--- config.mk ---
export PLATFORM = sky130hd
export DESIGN_NAME = asp_top
export DESIGN_NICKNAME = d
export VERILOG_FILES = /design/src/hw/asp_pkg.sv /design/src/hw/asp_top.sv
export SDC_FILE = /design/constraint.sdc
export NUM_CORES = 1
export LEC_CHECK = 0
export BUFFER_PORTS_ARGS = -buffer_cell sky130_fd_sc_hd__buf_2
export CAP_MARGIN = 20
export CORE_ASPECT_RATIO = 1.4
export CORE_UTILIZATION = 55
export CTS_CLUSTER_SIZE = 28
export DETAILED_ROUTE_END_ITERATION = 12
export PLACE_DENSITY = 0.73
export REMOVE_ABC_BUFFERS = 1
export SLEW_MARGIN = 0
export SYNTH_ARGS = -nofsm -noshare
export SYNTH_HDL_FRONTEND = slang
export SYNTH_SLANG_ARGS = --single-unit
--- constraint.sdc ---
create_clock -name i_ref_clk -period 4.75 [get_ports i_ref_clk]
set_input_delay 0.475 -clock i_ref_clk [delete_from_list [all_inputs] [get_ports i_ref_clk]]
set_output_delay 0.475 -clock i_ref_clk [all_outputs]
set_load 0.01 [all_outputs]
--- src/hw/asp_pkg.sv ---
// Purpose: constants for the converter serial port and conversion sequencer
// Assumes: 10 MHz system clock; host serial clock sampled as a plain input
// Notes:   command byte layout: [7] wen_n, [6] rnw, [5:4] reg sel, [3:2] cont read (11 on, 10 off), [1:0] spare
`default_nettype none
package asp_pkg;
  localparam int unsigned CLK_HZ        = 10_000_000;
  localparam int unsigned SETTLE_US     = 1000;                 // power-up settle, 1 ms
  localparam int unsigned SETTLE_CYC    = (SETTLE_US * (CLK_HZ / 1_000_000));
  localparam int unsigned RATE_MHZ_X    = 16600;                // output rate in mHz, 16.6 Hz
  localparam int unsigned PERIOD_CYC    = int'((64'(CLK_HZ) * 1000) / RATE_MHZ_X);
  localparam int unsigned ONES_RESET    = 32;                   // ones on din for port reset
  localparam int unsigned CMD_BITS      = 8;
  // command byte fields
  localparam int unsigned CMD_RNW_POS   = 6;
  localparam int unsigned CMD_RS_HI     = 5;
  localparam int unsigned CMD_RS_LO     = 4;
  localparam logic [7:0]  CMD_CREAD_ON  = 8'h3C;                // 001111xx
  localparam logic [7:0]  CMD_CREAD_OFF = 8'h38;                // 001110xx
  localparam logic [7:0]  CMD_CREAD_MSK = 8'hFC;
  // register selects
  localparam logic [1:0]  RS_COMM       = 2'h0;
  localparam logic [1:0]  RS_MODE       = 2'h1;
  localparam logic [1:0]  RS_DATA       = 2'h3;
  // mode and status registers
  localparam int unsigned MODE_MD_HI    = 7;
  localparam int unsigned MODE_MD_LO    = 6;
  localparam logic [7:0]  MODE_RESET    = 8'h02;
  localparam logic [1:0]  MD_CONT       = 2'h0;
  localparam logic [1:0]  MD_SINGLE     = 2'h2;
  localparam logic [1:0]  MD_PDOWN      = 2'h3;
  localparam int unsigned STAT_RDY_POS  = 7;
  localparam logic [7:0]  STAT_RESET    = 8'h88;
  typedef enum logic [1:0] {ASP_CMD, ASP_WR, ASP_RD, ASP_CREAD} asp_port_e;
  typedef enum logic [1:0] {ASP_IDLE, ASP_SETTLE, ASP_CONV} asp_conv_e;
endpackage
`default_nettype wire

--- src/hw/asp_top.sv ---
// Purpose: serial host port and conversion sequencing of a sigma-delta converter
// Assumes: host serial clock idles high, data sampled on rising, driven on falling
// Notes:   the converter core supplies a sample word; this block times and delivers it
`default_nettype none
// Contract
// - first byte after reset is command
// - command picks read/write and target register
// - dout/ready low when new word arrives
// - dout/ready high after data read completes
// - ready high before data register update
// - all bits move on host serial clock
// - repeat reads allowed except continuous read
// - three-wire use, status ready flag polled
// - msb appears on chip select assertion
// - 32 ones on din reset port
// - that reset restores all registers
// - single conversion: settle, convert, ready, power-down
// - single mode: ready high until next conversion
// - continuous conversion default, flags ready
// - conversion discarded while data register read
// - 16.6 Hz output, two-period settling
// - 001111xx enters continuous read
// - unread word replaced by next conversion
// - 001110xx leaves continuous read
// - mode code 00 cont,10 single,11 down
// - data register read-only, latest result
module asp_top
  import asp_pkg::*;
#(
  parameter int unsigned DATA_W     = 24,
  parameter int unsigned SETTLE_CNT = SETTLE_CYC,
  parameter int unsigned PERIOD_CNT = PERIOD_CYC
) (
  input  wire logic              i_ref_clk,
  input  wire logic              i_rst,
  input  wire logic              i_cs_n,
  input  wire logic              i_sclk,
  input  wire logic              i_din,
  input  wire logic [DATA_W-1:0] i_sample,
  output logic                   o_dout_rdy_n,
  output logic                   o_dout_oe,
  output logic                   o_powered,
  output logic [1:0]             o_mode_select
);
  if (DATA_W != 16 && DATA_W != 24) begin : g_bad_width
    $error("DATA_W must be 16 or 24");
  end
  if (SETTLE_CNT < 1 || PERIOD_CNT < 2) begin : g_bad_timing
    $error("timing counts too small");
  end

  // two-flop synchronisers; first stage read only by second
  logic [2:0] cs_s1_reg, cs_s2_reg;
  logic       cs_d_reg, sclk_d_reg;
  always_ff @(posedge i_ref_clk or posedge i_rst) begin
    if (i_rst) begin
      cs_s1_reg <= 3'h7;
      cs_s2_reg <= 3'h7;
    end else begin
      cs_s1_reg <= {i_cs_n, i_sclk, i_din};
      cs_s2_reg <= cs_s1_reg;
    end
  end
  wire cs_n = cs_s2_reg[2];
  wire sclk = cs_s2_reg[1];
  wire din  = cs_s2_reg[0];
  always_ff @(posedge i_ref_clk or posedge i_rst) begin
    if (i_rst) begin
      cs_d_reg   <= 1'b1;
      sclk_d_reg <= 1'b1;
    end else begin
      cs_d_reg   <= cs_n;
      sclk_d_reg <= sclk;
    end
  end
  // transfers move only on host clock edges while selected
  wire sclk_rise = !cs_n && sclk && !sclk_d_reg;
  wire sclk_fall = !cs_n && !sclk && sclk_d_reg;
  wire cs_fall   = !cs_n && cs_d_reg;

  // port state
  asp_port_e  port_reg;
  logic [7:0] in_sr_reg;
  logic [4:0] bit_cnt_reg;
  logic [5:0] ones_reg;
  logic [1:0] rsel_reg;
  logic [7:0] mode_reg;
  logic [7:0] stat_reg;
  logic [DATA_W-1:0] data_reg;
  logic [DATA_W-1:0] out_sr_reg;
  logic [4:0] out_len_reg;
  logic       rdy_n_reg;
  logic       rd_active_reg;

  wire [7:0] in_byte   = {in_sr_reg[6:0], din};
  wire       ones_trip = sclk_rise && din && (ones_reg == 6'(ONES_RESET - 1));
  wire       last_in   = bit_cnt_reg == 5'(CMD_BITS - 1);
  wire       cmd_rnw   = in_byte[CMD_RNW_POS];
  wire [1:0] cmd_rs    = in_byte[CMD_RS_HI:CMD_RS_LO];
  wire       creading  = port_reg == ASP_CREAD;
  wire       is_cr_on  = (in_byte & CMD_CREAD_MSK) == CMD_CREAD_ON;
  wire       is_cr_off = (in_byte & CMD_CREAD_MSK) == CMD_CREAD_OFF;
  wire [1:0] md        = mode_reg[MODE_MD_HI:MODE_MD_LO];

  function automatic logic [4:0] width_of(input logic [1:0] rs);
    width_of = (rs == RS_DATA) ? 5'(DATA_W - 1) : 5'(CMD_BITS - 1);
  endfunction
  function automatic logic [DATA_W-1:0] word_of(input logic [1:0] rs, input logic [7:0] st,
                                                input logic [7:0] mo, input logic [DATA_W-1:0] dr);
    case (rs)
      RS_COMM: word_of = {st, {(DATA_W-8){1'b0}}};
      RS_MODE: word_of = {mo, {(DATA_W-8){1'b0}}};
      RS_DATA: word_of = dr;
      default: word_of = '0;
    endcase
  endfunction

  // conversion sequencer
  asp_conv_e  conv_reg;
  logic [31:0] tmr_reg;
  logic        done_pulse;
  wire         tmr_zero = tmr_reg == 32'h0;
  assign done_pulse = conv_reg == ASP_CONV && tmr_zero;
  // result settles over two periods, then each period after in continuous mode
  wire [31:0] two_per = 32'(2 * PERIOD_CNT - 1);
  wire [31:0] one_per = 32'(PERIOD_CNT - 1);
  wire        md_write = port_reg == ASP_WR && sclk_rise && last_in && rsel_reg == RS_MODE;
  wire [1:0]  new_md   = in_byte[MODE_MD_HI:MODE_MD_LO];

  always_ff @(posedge i_ref_clk or posedge i_rst) begin
    if (i_rst) begin
      conv_reg  <= ASP_CONV;
      // first result after power-on needs the full two-period settling
      tmr_reg   <= 32'(2 * PERIOD_CNT - 1);
    end else if (ones_trip) begin
      conv_reg  <= ASP_CONV;
      tmr_reg   <= two_per;
    end else if (md_write) begin
      case (new_md)
        MD_SINGLE: begin conv_reg <= ASP_SETTLE; tmr_reg <= 32'(SETTLE_CNT - 1); end
        MD_CONT:   begin conv_reg <= ASP_CONV;   tmr_reg <= two_per; end
        default:   begin conv_reg <= ASP_IDLE;   tmr_reg <= 32'h0; end
      endcase
    end else begin
      case (conv_reg)
        ASP_SETTLE: if (tmr_zero) begin conv_reg <= ASP_CONV; tmr_reg <= two_per; end
          else tmr_reg <= tmr_reg - 32'h1;
        ASP_CONV: if (tmr_zero) begin
            if (md == MD_SINGLE) conv_reg <= ASP_IDLE;
            else tmr_reg <= one_per;
          end else tmr_reg <= tmr_reg - 32'h1;
        default: tmr_reg <= 32'h0;
      endcase
    end
  end

  // ready rises one cycle before the data register changes
  logic upd_pend_reg;
  wire  accept = done_pulse && !(rd_active_reg && rsel_reg == RS_DATA && !creading);
  // only a stream reload owns the shifter and counter; other updates drop no host bit
  wire  reload = upd_pend_reg && creading;

  always_ff @(posedge i_ref_clk or posedge i_rst) begin
    if (i_rst) begin
      port_reg      <= ASP_CMD;
      in_sr_reg     <= 8'h0;
      bit_cnt_reg   <= 5'h0;
      ones_reg      <= 6'h0;
      rsel_reg      <= RS_COMM;
      mode_reg      <= MODE_RESET;
      stat_reg      <= STAT_RESET;
      data_reg      <= '0;
      out_sr_reg    <= '0;
      out_len_reg   <= 5'h0;
      rdy_n_reg     <= 1'b1;
      rd_active_reg <= 1'b0;
      upd_pend_reg  <= 1'b0;
    end else if (ones_trip) begin
      port_reg      <= ASP_CMD;
      in_sr_reg     <= 8'h0;
      bit_cnt_reg   <= 5'h0;
      ones_reg      <= 6'h0;
      rsel_reg      <= RS_COMM;
      mode_reg      <= MODE_RESET;
      stat_reg      <= STAT_RESET;
      data_reg      <= '0;
      out_sr_reg    <= '0;
      out_len_reg   <= 5'h0;
      rdy_n_reg     <= 1'b1;
      rd_active_reg <= 1'b0;
      upd_pend_reg  <= 1'b0;
    end else begin
      if (sclk_rise) ones_reg <= din ? ones_reg + 6'h1 : 6'h0;
      if (accept) begin
        rdy_n_reg    <= 1'b1;
        upd_pend_reg <= 1'b1;
      end else if (upd_pend_reg) begin
        upd_pend_reg <= 1'b0;
        data_reg     <= i_sample;
        stat_reg[STAT_RDY_POS] <= 1'b0;
        rdy_n_reg    <= 1'b0;
        if (creading) begin
          out_sr_reg    <= i_sample;
          out_len_reg   <= 5'(DATA_W - 1);
          bit_cnt_reg   <= 5'h0;
          rd_active_reg <= 1'b1;
        end
      end
      // msb presented on select fall, later bits on falling host edges
      if (cs_fall && rd_active_reg)
        out_sr_reg <= out_sr_reg;
      else if (sclk_fall && rd_active_reg && bit_cnt_reg != 5'h0 && !reload)
        out_sr_reg <= {out_sr_reg[DATA_W-2:0], 1'b0};
      if (sclk_rise && !reload) begin
        in_sr_reg   <= in_byte;
        bit_cnt_reg <= bit_cnt_reg + 5'h1;
        case (port_reg)
          ASP_CMD: if (last_in) begin
              bit_cnt_reg <= 5'h0;
              rsel_reg    <= cmd_rs;
              if (is_cr_on) begin
                port_reg <= ASP_CREAD;
                rsel_reg <= RS_DATA;
              end else if (cmd_rnw) begin
                port_reg      <= ASP_RD;
                rd_active_reg <= 1'b1;
                out_sr_reg    <= word_of(cmd_rs, stat_reg, mode_reg, data_reg);
                out_len_reg   <= width_of(cmd_rs);
              end else if (cmd_rs != RS_COMM && cmd_rs != RS_DATA) port_reg <= ASP_WR;
            end
          ASP_WR: if (last_in) begin
              bit_cnt_reg <= 5'h0;
              port_reg    <= ASP_CMD;
              if (rsel_reg == RS_MODE) mode_reg <= in_byte;
            end
          ASP_RD, ASP_CREAD: begin
              if (port_reg == ASP_CREAD && last_in && !rdy_n_reg && is_cr_off) begin
                port_reg      <= ASP_CMD;
                rd_active_reg <= 1'b0;
                bit_cnt_reg   <= 5'h0;
              end else if (rd_active_reg && bit_cnt_reg == out_len_reg) begin
                rd_active_reg <= 1'b0;
                bit_cnt_reg   <= 5'h0;
                if (port_reg == ASP_RD) port_reg <= ASP_CMD;
                if (rsel_reg == RS_DATA) begin
                  rdy_n_reg <= 1'b1;
                  stat_reg[STAT_RDY_POS] <= 1'b1;
                end
              end else if (!rd_active_reg && port_reg == ASP_CREAD && last_in)
                bit_cnt_reg <= 5'h0;
            end
          default: port_reg <= ASP_CMD;
        endcase
      end
    end
  end

  // line shows data during a read, ready otherwise, only while selected
  logic dout_reg, oe_reg, pwr_reg;
  logic [1:0] md_out_reg;
  // in continuous read the line shows ready until the host starts clocking the word
  wire  show_data = rd_active_reg && !(creading && bit_cnt_reg == 5'h0 && sclk_d_reg);
  always_ff @(posedge i_ref_clk or posedge i_rst) begin
    if (i_rst) begin
      dout_reg   <= 1'b1;
      oe_reg     <= 1'b0;
      pwr_reg    <= 1'b1;
      md_out_reg <= MD_CONT;
    end else begin
      dout_reg   <= show_data ? out_sr_reg[DATA_W-1] : rdy_n_reg;
      oe_reg     <= !cs_n;
      pwr_reg    <= conv_reg != ASP_IDLE;
      md_out_reg <= md;
    end
  end
  assign o_dout_rdy_n  = dout_reg;
  assign o_dout_oe     = oe_reg;
  assign o_powered     = pwr_reg;
  assign o_mode_select = md_out_reg;

  a_ready_before_upd: assert property (@(posedge i_ref_clk) disable iff (i_rst)
    upd_pend_reg |-> rdy_n_reg) else $error("ready low during data update");
  a_ready_after_upd: assert property (@(posedge i_ref_clk) disable iff (i_rst)
    $fell(upd_pend_reg) && !$past(ones_trip) |-> !rdy_n_reg)
    else $error("ready not low after update");
  a_ones_reset_port: assert property (@(posedge i_ref_clk) disable iff (i_rst)
    ones_trip |=> port_reg == ASP_CMD && mode_reg == MODE_RESET) else $error("ones reset missed");
  a_single_powerdn: assert property (@(posedge i_ref_clk) disable iff (i_rst)
    done_pulse && md == MD_SINGLE && !md_write && !ones_trip |=> conv_reg == ASP_IDLE)
    else $error("single conversion did not power down");
  a_discard_on_read: assert property (@(posedge i_ref_clk) disable iff (i_rst)
    done_pulse && !accept |=> !upd_pend_reg) else $error("result kept during data read");
  a_cread_reload: assert property (@(posedge i_ref_clk) disable iff (i_rst)
    upd_pend_reg && creading && !ones_trip |=> rd_active_reg && bit_cnt_reg == 5'h0)
    else $error("continuous read not reloaded");
  a_ready_held_idle: assert property (@(posedge i_ref_clk) disable iff (i_rst)
    conv_reg == ASP_IDLE && rdy_n_reg && !upd_pend_reg |=> rdy_n_reg)
    else $error("ready fell with converter idle");
  a_ready_after_read: assert property (@(posedge i_ref_clk) disable iff (i_rst)
    sclk_rise && !ones_trip && !reload && rd_active_reg && rsel_reg == RS_DATA
      && bit_cnt_reg == out_len_reg |=> rdy_n_reg) else $error("ready not high after read");
endmodule
`default_nettype wire

==> run_results.csv <==
group,metric,value,unit
yosys,synth_flop_cell,"dfrtp_1",
pwr,power.density,575,nW/um^2
clock_tree,ctsRootBufferMaster,"clkbuf_16",
floorplan,num_io_pins,34,
timing,worstMarginPinSlew,0.782,ns
timing,rsz0062_at_grt,"no",
global_route,grt_overflow,0,
yosys,yosysSeqAreaShare,0.466,
yosys,synth-edff-count,0,
floorplan,die_x,99.1,um
critical_path,cp-end-kind,"flip-flop",
floorplan,std_cell_rows,49,
final_layout,final_common_cell,"dfrtp_1",
clock_tree,clockBufferDepth,2,
timing,setup_violations,0,
timing,clock.fmax,0.323,GHz
global_route,grt_pass1_vias,6163,
yosys,synth_warnings,0,
global_route,grt_max_degree,59,
pwr,power_leakage,0.00338,uW
final_layout,final_cell_area,8130,sq um
yosys,async_flop_share,1.00,
yosys,ys_types,70,
route,vias,6073,
route,wire_per_inst,20.0,um
critical_path,crit_type,"reg2reg",
route,drt-pass1-iter-count,6,
yosys,yosysTopAreaCell,"dfrtp_1",
clock_tree,htree_levels,4,
job,drv_cap,0,
global_route,grt_use_total,0.286,
clock_tree,cts_sinks,134,
route,wl,18.4,mm
critical_path,crit_chain,"inv_1 -> ha_1 -> nor4b_1 -> nand4_1 -> or4b_4 -> a21oi_4 -> a22o_1",
route,drt_iter0_markers,433,
final_layout,nets,797,
timing,relSlewSlack,0.475,
final_layout,final_cell_mix,"dfrtp_1 (112), nand2_1 (74), a21oi_1 (74), nor2_1 (44), o21ai_0 (39)",
placement,dp_slack,1.67,ns
yosys,syn_inst,740,
hold_path,hold_path.class,"in2reg",
final_layout,largest_reg_flops,32,
clock_tree,clock_latency,0.43,ns
critical_path,start_kind,"flip-flop",
critical_path,crit_arrival,3.46,ns
clock_tree,cts_buffers,17,
final_layout,drive_gt1_frac,0.187,
global_route,grt_pass1_wl,30.2,mm
placement,dp_hpwl,12.3,mm
yosys,avgSynthCellArea,9.81,sq um
critical_path,path_delay_family,"simple AND/OR/NAND/NOR gates",
floorplan,dieArea,13700,sq um
clock_tree,cts-resized-gates,0,
placement,place_congestion,0.865,
yosys,ys_ff_latch,134,
timing,hold_viol,0,
route,via_per_inst,6.59,
yosys,syn-cell-area,7260,sq um
timing,fin_ws,1.65,ns
clock_tree,clk_pin_slew,0.06,ns
pwr,ir_drop,0.297,mV
timing,clock_skew,0.00776,ns
critical_path,path_max_fanout,23,
critical_path,worst-path-buf-inv,1,
timing,slew_viol_final,0,
route,drcViolationCount,0,
timing,period_share,0.652,
yosys,synth_area_leaders,"dfrtp_1 (39%), dfstp_2 (8.0%), a21oi_1 (5.2%)",
clock_tree,cts_hold_buf,0,
final_layout,area_growth,12.0,%
route,ant_nets,0,
critical_path,slowest_delay,0.68,ns
global_route,antenna_found_initial,0,
floorplan,die_y,138,um
floorplan,coreArea,12900,sq um
timing,setup-tns-final,0,ns
outcome,status,"complete, no violations",
final_layout,insertedDiodeCount,0,
timing,period_minus_slack,3.10,ns
placement,placed_area,7490,sq um
critical_path,cpMaxStageDelayCell,"or4b_4",
yosys,yosys.area.top_type_share,0.386,
floorplan,start_util,0.564,
placement,port_buffers,33,
clock_tree,cts_tree,"done",
clock_tree,cts_setup_buffers,0,
critical_path,crit_required,5.11,ns
-- worst register-to-register path, delay by kind of cell, from the launching register on --
kind	cells	cell delay [ns]
AO/OA/AOI/OAI	2	0.89
flip-flops	1	0.43
buffers and inverters	1	0.11
AND/OR/NAND/NOR	3	1.46
adder cells (fa/ha/maj)	1	0.14
-- logic make-up after synthesis --
logic type / synth area share
adders and majority gates: 0.0207
buffers and inverters: 0.0422
muxes: 0.0171
AOI/OAI and AO/OA: 0.251
DFF: 0.466
and+or+nand+nor: 0.179
xor gates and xnor gates: 0.0241
-- cell type report --
| class | count | area, sq um |
|---|---|---|
| fill | 1031 | 4750 |
| multi-input combinational | 539 | 3590 |
| sequential | 134 | 3380 |
| clock buffer | 21 | 460 |
| timing repair buffer | 47 | 290 |
| tap | 153 | 191 |
| clock inverter | 11 | 149 |
| inverter | 17 | 66.3 |
-- power by group --
part	switching, uW	internal [uW]	leakage (uW)
Combinational	927	660	0.00140
Clock	506	853	0.000290
Sequential	282	1440	0.00169
Total	1720	2950	0.00338
-- through the flow --
stage / hold WS, ns / std cells / util / power, uW
floorplan: 0.345 / 690 / - / 2870
global placement: 0.345 / 889 / 0.582 / 3230
detailed placement: 0.347 / 889 / 0.582 / 3300
CTS: 0.130 / 921 / 0.629 / 4670
global route: 0.128 / 922 / 0.631 / 4940
finish: 0.139 / 922 / 0.631 / 4670
-- path summary, 6_finish.rpt --
path                              start             end  slack (ns)  cells past startpoint
min                               i_din    cs_s1_reg[0]        0.14                      1
max in group asynchronous         i_rst  bit_cnt_reg[3]        3.50                      3
max                          tmr_reg[1]    data_reg[21]        1.65                      7
max reg2reg                  tmr_reg[1]    data_reg[21]        1.65                      7
min reg2reg                cs_s1_reg[0]    cs_s2_reg[0]        0.35                      0
min in group asynchronous         i_rst      tmr_reg[5]        0.18                      2
-- per-layer routing --
metal	global-route usage	vias up	wire, um
met5	0	-	0
met4	0.167	0	718
met3	0.0559	65	944
met2	0.500	226	9450
met1	0.328	2971	7320
li1	-	2811	-
-- synthesized netlist by cell type, drive strengths merged, types with 4 or more instances --
master / n
a2111oi: 14
a211o: 4
a211oi: 6
a21oi: 76
a221oi: 16
a22o: 24
a22oi: 6
a41oi: 5
and3: 8
buf: 14
clkbuf: 36
dfrtp: 112
dfstp: 22
ha: 12
inv: 17
mux2i: 9
nand2: 76
nand3: 27
nand4: 4
nand4bb: 4
nor2: 45
nor2b: 5
nor3: 28
nor3b: 5
nor4: 10
o211ai: 4
o21ai: 40
o221ai: 8
o22ai: 21
o31ai: 10
or3: 15
or4: 7
xnor2: 5
xor2: 15
Note: power is estimated with default switching activity, not from simulation.
